File: src/cgrx_pkg.sv
/*
 * Shared constants, register map and carrier types of the global receive block.
 * Assumes a 32-bit APB master and a CAN protocol core around the block.
 */
package cgrx_pkg;
	// ==========================================
	// Register offsets
	localparam logic [7:0] GLOBAL_CONFIG_LOW_OFS = 8'h00;
	localparam logic [7:0] GLOBAL_CONFIG_HIGH_OFS = 8'h04;
	localparam logic [7:0] COMMON_FIFO_CONFIG_LOW_OFS = 8'h08;
	localparam logic [7:0] STATUS_OFS = 8'h0c;
	// ==========================================
	// Global config low fields
	localparam int LEN_CHECK_BIT = 0;
	localparam int LEN_REPLACE_BIT = 1;
	localparam int SELF_RX_BIT = 2;
	localparam int CAN_CLK_SRC_BIT = 3;
	localparam int OVF_STORE_BIT = 4;
	localparam int TS_CLK_SRC_BIT = 5;
	localparam int RES_EXC_BIT = 6;
	localparam int CAP_SEL_LSB = 7;
	localparam int CFG_LOW_W = 9;
	localparam logic [CFG_LOW_W-1:0] CFG_LOW_RST = 9'h000;
	// Global config high and fifo config fields
	localparam int PRESC_W = 16;
	localparam logic [PRESC_W-1:0] PRESC_RST = 16'h0000;
	localparam int ITV_SRC_BIT = 0;
	localparam int ITV_TEN_BIT = 1;
	localparam logic [1:0] FIFO_CFG_RST = 2'h0;
	// Status fields
	localparam int TS_W = 16;
	localparam logic [TS_W-1:0] TS_RST = 16'h0000;
	localparam int ST_DLC_ERR_BIT = 16;
	localparam int ST_OVF_BIT = 17;
	localparam int ST_PEX_BIT = 18;
	// ==========================================
	// Timing and sizes
	localparam int PCLK_MHZ = 25;
	localparam int CAN_CLK_MAX_MHZ = 40;
	localparam logic [3:0] TEN_LAST = 4'h9;
	localparam int DATA_BYTES = 8;
	// ==========================================
	// Types
	typedef enum logic [1:0] {
		CAP_SOF = 2'b00,
		CAP_VALID = 2'b01,
		CAP_RES = 2'b10
	} cgrx_cap_type;
	typedef struct packed {
		logic id_match;
		logic self_frame;
		logic rule_self_frame_flag;
		logic [3:0] rx_dlc;
		logic [3:0] rule_dlc;
		logic [6:0] buf_bytes;
		logic [8*DATA_BYTES-1:0] data;
	} cgrx_rx_in_type;
	typedef struct packed {
		logic [3:0] dlc;
		logic [8*DATA_BYTES-1:0] data;
		logic [TS_W-1:0] stamp;
	} cgrx_rx_out_type;
endpackage : cgrx_pkg

File: src/cgrx_top.sv
/*
 * Global receive functions: length filter and replacement, self-reception
 * rule selection, payload overflow, timestamp, interval prescaler, RES option.
 * Assumes APB from software and a protocol core giving one-cycle event strobes.
 */
`timescale 1ns/1ps
module cgrx_top (
	input wire logic pclk,
	input wire logic presetn,
	input wire logic psel,
	input wire logic penable,
	input wire logic pwrite,
	input wire logic [7:0] paddr,
	input wire logic [31:0] pwdata,
	output logic [31:0] prdata,
	output logic pready,
	output logic pslverr,
	input wire logic rx_valid,
	input wire cgrx_pkg::cgrx_rx_in_type rx_in,
	input wire logic rx_sof,
	input wire logic rx_frame_valid,
	input wire logic rx_res_sample,
	input wire logic rx_is_fd,
	input wire logic tx_sof,
	input wire logic bit_tick,
	input wire logic classical_only,
	input wire logic ch_reset,
	input wire logic ch_halt,
	input wire logic res_recessive_fd,
	output logic rx_store,
	output cgrx_pkg::cgrx_rx_out_type rx_out,
	output logic rx_length_error,
	output logic rx_overflow_drop,
	output logic tx_history_write,
	output logic [cgrx_pkg::TS_W-1:0] tx_history_stamp,
	output logic [cgrx_pkg::TS_W-1:0] timestamp,
	output logic can_clk_crystal_sel,
	output logic interval_tick,
	output logic protocol_exception,
	output logic form_error_frame
);
	localparam int NB = cgrx_pkg::DATA_BYTES;

	// ==========================================
	// Length code to payload bytes
	function automatic logic [6:0] dlc_bytes(input logic [3:0] dlc);
		case (dlc)
			4'h9: dlc_bytes = 7'd12;
			4'ha: dlc_bytes = 7'd16;
			4'hb: dlc_bytes = 7'd20;
			4'hc: dlc_bytes = 7'd24;
			4'hd: dlc_bytes = 7'd32;
			4'he: dlc_bytes = 7'd48;
			4'hf: dlc_bytes = 7'd64;
			default: dlc_bytes = {3'h0, dlc};
		endcase
	endfunction : dlc_bytes

	// ==========================================
	// APB slave, no wait state, every answer still comes from a flop
	logic [cgrx_pkg::CFG_LOW_W-1:0] cfg_low_ff;
	logic [cgrx_pkg::PRESC_W-1:0] presc_ff;
	logic [1:0] fifo_cfg_ff;
	logic [2:0] sticky_ff;
	logic [cgrx_pkg::TS_W-1:0] ts_ff;
	logic pready_ff;
	logic pslverr_ff;
	logic [31:0] prdata_ff;
	logic [31:0] nxt_prdata;
	logic mapped;
	logic wr_acc;

	always_comb begin
		mapped = 1'b1;
		nxt_prdata = 32'h0000_0000;
		case (paddr)
			cgrx_pkg::GLOBAL_CONFIG_LOW_OFS: nxt_prdata = {23'h0, cfg_low_ff};
			cgrx_pkg::GLOBAL_CONFIG_HIGH_OFS: nxt_prdata = {16'h0, presc_ff};
			cgrx_pkg::COMMON_FIFO_CONFIG_LOW_OFS: nxt_prdata = {30'h0, fifo_cfg_ff};
			cgrx_pkg::STATUS_OFS: nxt_prdata = {13'h0, sticky_ff, ts_ff};
			default: mapped = 1'b0;
		endcase
	end

	assign wr_acc = psel && penable && pready_ff && pwrite && !pslverr_ff;

	always_ff @(posedge pclk or negedge presetn) begin
		if (!presetn) begin
			pready_ff <= 1'b0;
			pslverr_ff <= 1'b0;
			prdata_ff <= 32'h0000_0000;
		end else begin
			pready_ff <= psel && !penable;
			pslverr_ff <= psel && !penable && !mapped;
			if (psel && !penable && !pwrite) begin
				prdata_ff <= nxt_prdata;
			end
		end
	end

	always_ff @(posedge pclk or negedge presetn) begin
		if (!presetn) begin
			cfg_low_ff <= cgrx_pkg::CFG_LOW_RST;
			presc_ff <= cgrx_pkg::PRESC_RST;
			fifo_cfg_ff <= cgrx_pkg::FIFO_CFG_RST;
		end else if (wr_acc) begin
			case (paddr)
				cgrx_pkg::GLOBAL_CONFIG_LOW_OFS: cfg_low_ff <= pwdata[cgrx_pkg::CFG_LOW_W-1:0];
				cgrx_pkg::GLOBAL_CONFIG_HIGH_OFS: presc_ff <= pwdata[cgrx_pkg::PRESC_W-1:0];
				cgrx_pkg::COMMON_FIFO_CONFIG_LOW_OFS: fifo_cfg_ff <= pwdata[1:0];
				default: ;
			endcase
		end
	end

	wire length_check_enable = cfg_low_ff[cgrx_pkg::LEN_CHECK_BIT];
	wire length_replace_enable = cfg_low_ff[cgrx_pkg::LEN_REPLACE_BIT];
	wire self_reception_enable = cfg_low_ff[cgrx_pkg::SELF_RX_BIT];
	wire ovf_store = cfg_low_ff[cgrx_pkg::OVF_STORE_BIT];
	wire ts_bit_clk = cfg_low_ff[cgrx_pkg::TS_CLK_SRC_BIT];
	wire res_exc_enable = cfg_low_ff[cgrx_pkg::RES_EXC_BIT];
	wire [1:0] cap_sel = cfg_low_ff[cgrx_pkg::CAP_SEL_LSB+1:cgrx_pkg::CAP_SEL_LSB];
	wire interval_timer_source_select = fifo_cfg_ff[cgrx_pkg::ITV_SRC_BIT];
	wire interval_divide_by_ten = fifo_cfg_ff[cgrx_pkg::ITV_TEN_BIT];

	// ==========================================
	// Receive filtering decisions
	logic rule_hit;
	logic len_short;
	logic do_replace;
	logic [3:0] keep_dlc;
	logic [6:0] keep_bytes;
	logic overflow;
	logic [8*NB-1:0] masked_data;

	always_comb begin
		// Own frames need self flag and global enable; others need flag clear
		if (rx_in.self_frame) begin
			rule_hit = rx_in.id_match && rx_in.rule_self_frame_flag && self_reception_enable;
		end else begin
			rule_hit = rx_in.id_match && !rx_in.rule_self_frame_flag;
		end
		// A zero rule length always passes
		len_short = length_check_enable && (rx_in.rule_dlc != 4'h0) && (rx_in.rx_dlc < rx_in.rule_dlc);
		do_replace = length_check_enable && length_replace_enable && (rx_in.rule_dlc != 4'h0);
		keep_dlc = do_replace ? rx_in.rule_dlc : rx_in.rx_dlc;
		overflow = dlc_bytes(keep_dlc) > rx_in.buf_bytes;
		keep_bytes = overflow ? rx_in.buf_bytes : dlc_bytes(keep_dlc);
	end

	// Zeroes bytes past the kept length, covering replacement and truncation
	genvar gi;
	generate
		for (gi = 0; gi < NB; gi++) begin : g_mask
			assign masked_data[8*gi +: 8] = (7'(gi) < keep_bytes) ? rx_in.data[8*gi +: 8] : 8'h00;
		end
	endgenerate

	// ==========================================
	// Receive result registers
	logic rx_store_ff;
	logic len_err_ff;
	logic ovf_drop_ff;
	cgrx_pkg::cgrx_rx_out_type rx_out_ff;
	logic [cgrx_pkg::TS_W-1:0] cap_ff;

	always_ff @(posedge pclk or negedge presetn) begin
		if (!presetn) begin
			rx_store_ff <= 1'b0;
			len_err_ff <= 1'b0;
			ovf_drop_ff <= 1'b0;
			rx_out_ff <= '0;
		end else begin
			rx_store_ff <= rx_valid && rule_hit && !len_short && !(overflow && !ovf_store);
			len_err_ff <= rx_valid && rule_hit && len_short;
			ovf_drop_ff <= rx_valid && rule_hit && !len_short && overflow && !ovf_store;
			if (rx_valid && rule_hit) begin
				rx_out_ff.dlc <= keep_dlc;
				rx_out_ff.data <= masked_data;
				rx_out_ff.stamp <= cap_ff;
			end
		end
	end

	// ==========================================
	// Timestamp counter and capture
	logic ts_tick;
	logic rx_cap_evt;

	// Bit clock use is gated off outside classical-only operation
	assign ts_tick = ts_bit_clk ? (bit_tick && classical_only && !ch_reset && !ch_halt) : 1'b1;

	always_comb begin
		case (cgrx_pkg::cgrx_cap_type'(cap_sel))
			cgrx_pkg::CAP_VALID: rx_cap_evt = rx_frame_valid;
			cgrx_pkg::CAP_RES: rx_cap_evt = rx_is_fd ? rx_res_sample : rx_sof;
			default: rx_cap_evt = rx_sof;
		endcase
	end

	always_ff @(posedge pclk or negedge presetn) begin
		if (!presetn) begin
			ts_ff <= cgrx_pkg::TS_RST;
		end else if (ts_tick) begin
			ts_ff <= ts_ff + 16'h0001;
		end
	end

	always_ff @(posedge pclk or negedge presetn) begin
		if (!presetn) begin
			cap_ff <= cgrx_pkg::TS_RST;
		end else if (rx_cap_evt) begin
			cap_ff <= ts_ff;
		end
	end

	logic tx_hist_ff;
	logic [cgrx_pkg::TS_W-1:0] tx_stamp_ff;

	always_ff @(posedge pclk or negedge presetn) begin
		if (!presetn) begin
			tx_hist_ff <= 1'b0;
			tx_stamp_ff <= cgrx_pkg::TS_RST;
		end else begin
			tx_hist_ff <= tx_sof;
			if (tx_sof) begin
				tx_stamp_ff <= ts_ff;
			end
		end
	end

	// ==========================================
	// Interval timer prescaler
	logic [cgrx_pkg::PRESC_W-1:0] presc_cnt_ff;
	logic [3:0] ten_cnt_ff;
	logic itv_tick_ff;
	logic presc_wrap;

	// A zero prescaler behaves as divide by one
	assign presc_wrap = (presc_cnt_ff + 16'h0001 >= presc_ff);

	always_ff @(posedge pclk or negedge presetn) begin
		if (!presetn) begin
			presc_cnt_ff <= 16'h0000;
			ten_cnt_ff <= 4'h0;
			itv_tick_ff <= 1'b0;
		end else if (interval_timer_source_select) begin
			presc_cnt_ff <= 16'h0000;
			ten_cnt_ff <= 4'h0;
			itv_tick_ff <= 1'b0;
		end else begin
			itv_tick_ff <= 1'b0;
			if (presc_wrap) begin
				presc_cnt_ff <= 16'h0000;
				if (!interval_divide_by_ten || ten_cnt_ff == cgrx_pkg::TEN_LAST) begin
					ten_cnt_ff <= 4'h0;
					itv_tick_ff <= 1'b1;
				end else begin
					ten_cnt_ff <= ten_cnt_ff + 4'h1;
				end
			end else begin
				presc_cnt_ff <= presc_cnt_ff + 16'h0001;
			end
		end
	end

	// ==========================================
	// RES bit handling and sticky status
	logic pex_ff;
	logic form_err_ff;
	logic can_clk_ff;

	always_ff @(posedge pclk or negedge presetn) begin
		if (!presetn) begin
			pex_ff <= 1'b0;
			form_err_ff <= 1'b0;
			can_clk_ff <= 1'b0;
		end else begin
			pex_ff <= res_recessive_fd && res_exc_enable;
			form_err_ff <= res_recessive_fd && !res_exc_enable;
			can_clk_ff <= cfg_low_ff[cgrx_pkg::CAN_CLK_SRC_BIT];
		end
	end

	// Write one clears; a new event in the same cycle wins
	logic [2:0] st_set;
	logic [2:0] st_clr;
	assign st_set = {pex_ff, ovf_drop_ff, len_err_ff};
	assign st_clr = (wr_acc && paddr == cgrx_pkg::STATUS_OFS) ? pwdata[cgrx_pkg::ST_PEX_BIT:cgrx_pkg::ST_DLC_ERR_BIT] : 3'h0;

	always_ff @(posedge pclk or negedge presetn) begin
		if (!presetn) begin
			sticky_ff <= 3'h0;
		end else begin
			sticky_ff <= (sticky_ff & ~st_clr) | st_set;
		end
	end

	// ==========================================
	// Outputs
	assign prdata = prdata_ff;
	assign pready = pready_ff;
	assign pslverr = pslverr_ff;
	assign rx_store = rx_store_ff;
	assign rx_out = rx_out_ff;
	assign rx_length_error = len_err_ff;
	assign rx_overflow_drop = ovf_drop_ff;
	assign tx_history_write = tx_hist_ff;
	assign tx_history_stamp = tx_stamp_ff;
	assign timestamp = ts_ff;
	assign can_clk_crystal_sel = can_clk_ff;
	assign interval_tick = itv_tick_ff;
	assign protocol_exception = pex_ff;
	assign form_error_frame = form_err_ff;
endmodule : cgrx_top

File: config.mk
export PLATFORM = sky130hd
export DESIGN_NAME = cgrx_top
export DESIGN_NICKNAME = d
export VERILOG_FILES = /design/src/cgrx_pkg.sv /design/src/cgrx_top.sv
export SDC_FILE = /design/constraint.sdc
export NUM_CORES = 1
export LEC_CHECK = 0
export BUFFER_PORTS_ARGS = -buffer_cell sky130_fd_sc_hd__buf_4
export CORE_MARGIN = 2
export CORE_UTILIZATION = 47
export DETAILED_ROUTE_END_ITERATION = 6
export PLACE_DENSITY = 0.88
export SLEW_MARGIN = 20
export SYNTH_ARGS = -nofsm -noshare
export SYNTH_HDL_FRONTEND = slang
export SYNTH_SLANG_ARGS = --single-unit
export TNS_END_PERCENT = 10
File: constraint.sdc
create_clock -name pclk -period 2.9 [get_ports pclk]
set_clock_uncertainty 0.15 [all_clocks]
set_input_delay 0.29 -clock pclk [delete_from_list [all_inputs] [get_ports pclk]]
set_output_delay 0.29 -clock pclk [all_outputs]
set_load 0.005 [all_outputs]
==> run metrics <==
status=finished, violations left; violated checks=negative setup slack; Routed Wire Length=roughly 32 mm; Min Clock Period, post-route=around 3300 ps; cts bufs inserted=23; CP arrival=roughly 3600 ps; critical path launch point type=register; Worst Max-Slew Pin Slew=about 750 ps; leakage power=roughly 7.3 nW; Synth top area share=0.544; Top FF cell, synth=dfrtp_1; Hold/Removal Path Class=primary input to register; Syn-to-layout area delta=48.5%; max_slew headroom=0.498; share of layout cells above drive strength 1=0.344; Overall Global Routing Usage=0.286; most frequent cell after synthesis=nand2_1; fin worst setup slack=-441 ps; top cells by count, synth=nand2_1, dfrtp_1, o21ai_0; vias in the first global route=approximately 9300; post-synthesis cell area=~9700 µm²; critical path class=register to register; Cells after Synth=around 960; Synth Register Bits=211; gr ovfl total=0; dpl cell area=between 10000 and 15000 µm²; FP Rows=52; core area=between 20000 and 25000 µm²; IO buf count=269; 1st-pass router iterations=5; root buffer cell=clkbuf_16; initial antenna violation count=0; peak supply drop=~400 µV; number of synthesized flops with an enable pin=0; routed vias=about 9000; DRT iter0 DRCs=roughly 450; Power per Cell Area=just under 600 nW/µm²; sequential area share after synthesis=0.544; io pins=a little under 300; die extent in y=between 100 and 150 µm; cell taking the most area after synthesis=dfrtp_1; Final Max Tran Viols=0; Synth async-reset ratio=1.00; Crit. End Element=register; Starting Density=0.480; Yosys warnings=0; Final Setup Violations=between 80 and 90; final period utilization=1.15; Die Wd=approximately 150 µm; CP required=around 3100 ps; CTS clk-pin slew, worst paths=60 ps; RSZ-0062 raised after global routing=true; Die ar.=21800 µm²; largest net degree at the start of global routing=86; # diodes=0; Final ANT Viol Nets=0; CTS Sinks=roughly 210; Post-DP HPWL=around 21 mm; post-route cell area=between 10000 and 15000 µm²; gpl congestion=between 0.8 and 0.9; Final Hold Fails=0; Via density=approximately 5.4; Final TNS setup=-20950 ps; synth top area cells=dfrtp_1, nand2_1, mux2_2, o21ai_0, ha_1; Final Net Count=roughly 1600; f_max=between 200 and 300 MHz; DR DRC count=0; Unique masters post-synth=61; crit-path max FO=8; CTS max path bufs=3; WL/cell=approximately 19 µm; CTS tree=done; first-pass GRT wire length=approximately 49 mm; Skew-Pair Late Insertion Delay=between 500 and 600 ps; syn avg cell area=10.2 µm²; Max H-tree Level=1; max_cap viols=0
worst max-delay path, stage by stage, from the launching register on:
cell      delay (ps)
dfrtp_2          480
and3_4           210
a211oi_4         290
xor2_1           240
nor3_1            90
ha_1             310
nand4_1          150
a21o_1           250
a21o_1           210
mux2_4           350
nor3_2           190
buf_4            190
o21ai_1           90
cell families after synthesis:
| family | after synthesis | share of synthesized area |
|---|---|---|
| xor gates and xnor gates | 30 | 0.0271 |
| buffers and inverters | 84 | 0.0375 |
| and+or+nand+nor | 361 | 0.166 |
| DFF | 211 | 0.544 |
| AOI/OAI and AO/OA | 180 | 0.116 |
| adders and majority gates | 32 | 0.0413 |
| muxes | 57 | 0.0677 |
| other | 1 | 0.000386 |
stage by stage:
stage / hold WS [ps] / std cells / utilization / total power (W) / worst slack, ps
after floorplan: -156 / 968 / - / 0.00432 / -97.2
after global placement: 241 / 1524 / 0.616 / 0.00539 / -306
after detailed placement: 239 / 1524 / 0.616 / 0.00547 / -388
after CTS: 49.7 / 1664 / 0.709 / 0.00856 / -256
after global routing: 96.8 / 1666 / 0.712 / 0.00895 / -524
final: 82.2 / 1666 / 0.712 / 0.00859 / -441
state kept, by name, summed over array words and instances (netlist names):
register	cells
can_clk_crystal_sel	1
cap_ff	16
cfg_low_ff	9
fifo_cfg_ff	2
form_error_frame	1
interval_tick	1
prdata	19
pready	1
presc_cnt_ff	16
presc_ff	16
protocol_exception	1
pslverr	1
rx_length_error	1
rx_out	84
rx_overflow_drop	1
rx_store	1
sticky_ff	3
ten_cnt_ff	4
timestamp	16
tx_history_stamp	16
tx_history_write	1
area by class of cell:
| class | count | area [µm²] |
|---|---|---|
| Inverter | 34 | 128 |
| Fill cell | 1309 | 5820 |
| Timing Repair Buffer | 437 | 3570 |
| Multi-Input combinational cell | 673 | 4330 |
| Sequential cell | 211 | 5280 |
| Tap cell | 270 | 338 |
| Clock buffer | 36 | 684 |
| Clock inverter | 5 | 71.3 |
where the power goes:
group	leakage (nW)	switching (W)	internal [W]
clock	0.367	0.00117	0.00172
sequential	2.71	0.000358	0.00336
combinational	4.20	0.000909	0.00107
total	7.28	0.00244	0.00615
placed cells by master (no fill, tap or decap), types with 8 or more instances in the layout:
cell type	netlist	final
buf_4	13	339
nand2_1	243	242
dfrtp_1	211	209
dlygate4sd3_1	0	89
o21ai_1	10	51
o21ai_0	98	50
mux2_2	45	44
inv_1	34	34
ha_1	32	32
nor2b_1	23	23
clkbuf_16	0	23
nor2_1	19	17
nand3_1	17	16
xnor2_1	18	16
conb_1	1	13
xor2_1	12	11
and3_1	17	11
a21o_1	11	11
nand4_1	10	10
a22o_1	10	10
a21oi_1	10	9
mux2i_1	9	9
o21ai_2	1	8
final timing paths:
path                                            from                            end  slack (ps)  cells past startpoint
hold reg to reg            cfg_low_ff[3]$_DFFE_PN0P_  can_clk_crystal_sel$_DFF_PN0_         280                      0
setup / recovery           cfg_low_ff[1]$_DFFE_PN0P_         rx_out[23]$_DFFE_PN0P_        -440                     12
hold / removal                               ch_halt       timestamp[0]$_DFFE_PN0P_          80                      4
max in group asynchronous                    presetn     presc_cnt_ff[11]$_DFF_PN0_        1540                      3
min in group asynchronous                    presetn         rx_out[52]$_DFFE_PN0P_         240                      2
setup reg to reg           cfg_low_ff[1]$_DFFE_PN0P_         rx_out[23]$_DFFE_PN0P_        -440                     12
layer usage:
layer,track usage,routed length [µm],vias up
li1,-,-,4087
met1,0.338,12000,4402
met2,0.510,16300,414
met3,0.0534,2340,81
met4,0.121,1280,0
met5,0,0,-
what timing repair did:
action	in CTS	in global routing
setup buffers	10	2
endpoints found under the setup margin	84	85
pin swaps	29	10
hold endpoints to repair	184	0
hold buffers	89	0
gates resized for setup	73	20
Note: power is estimated with default switching activity, not from simulation.
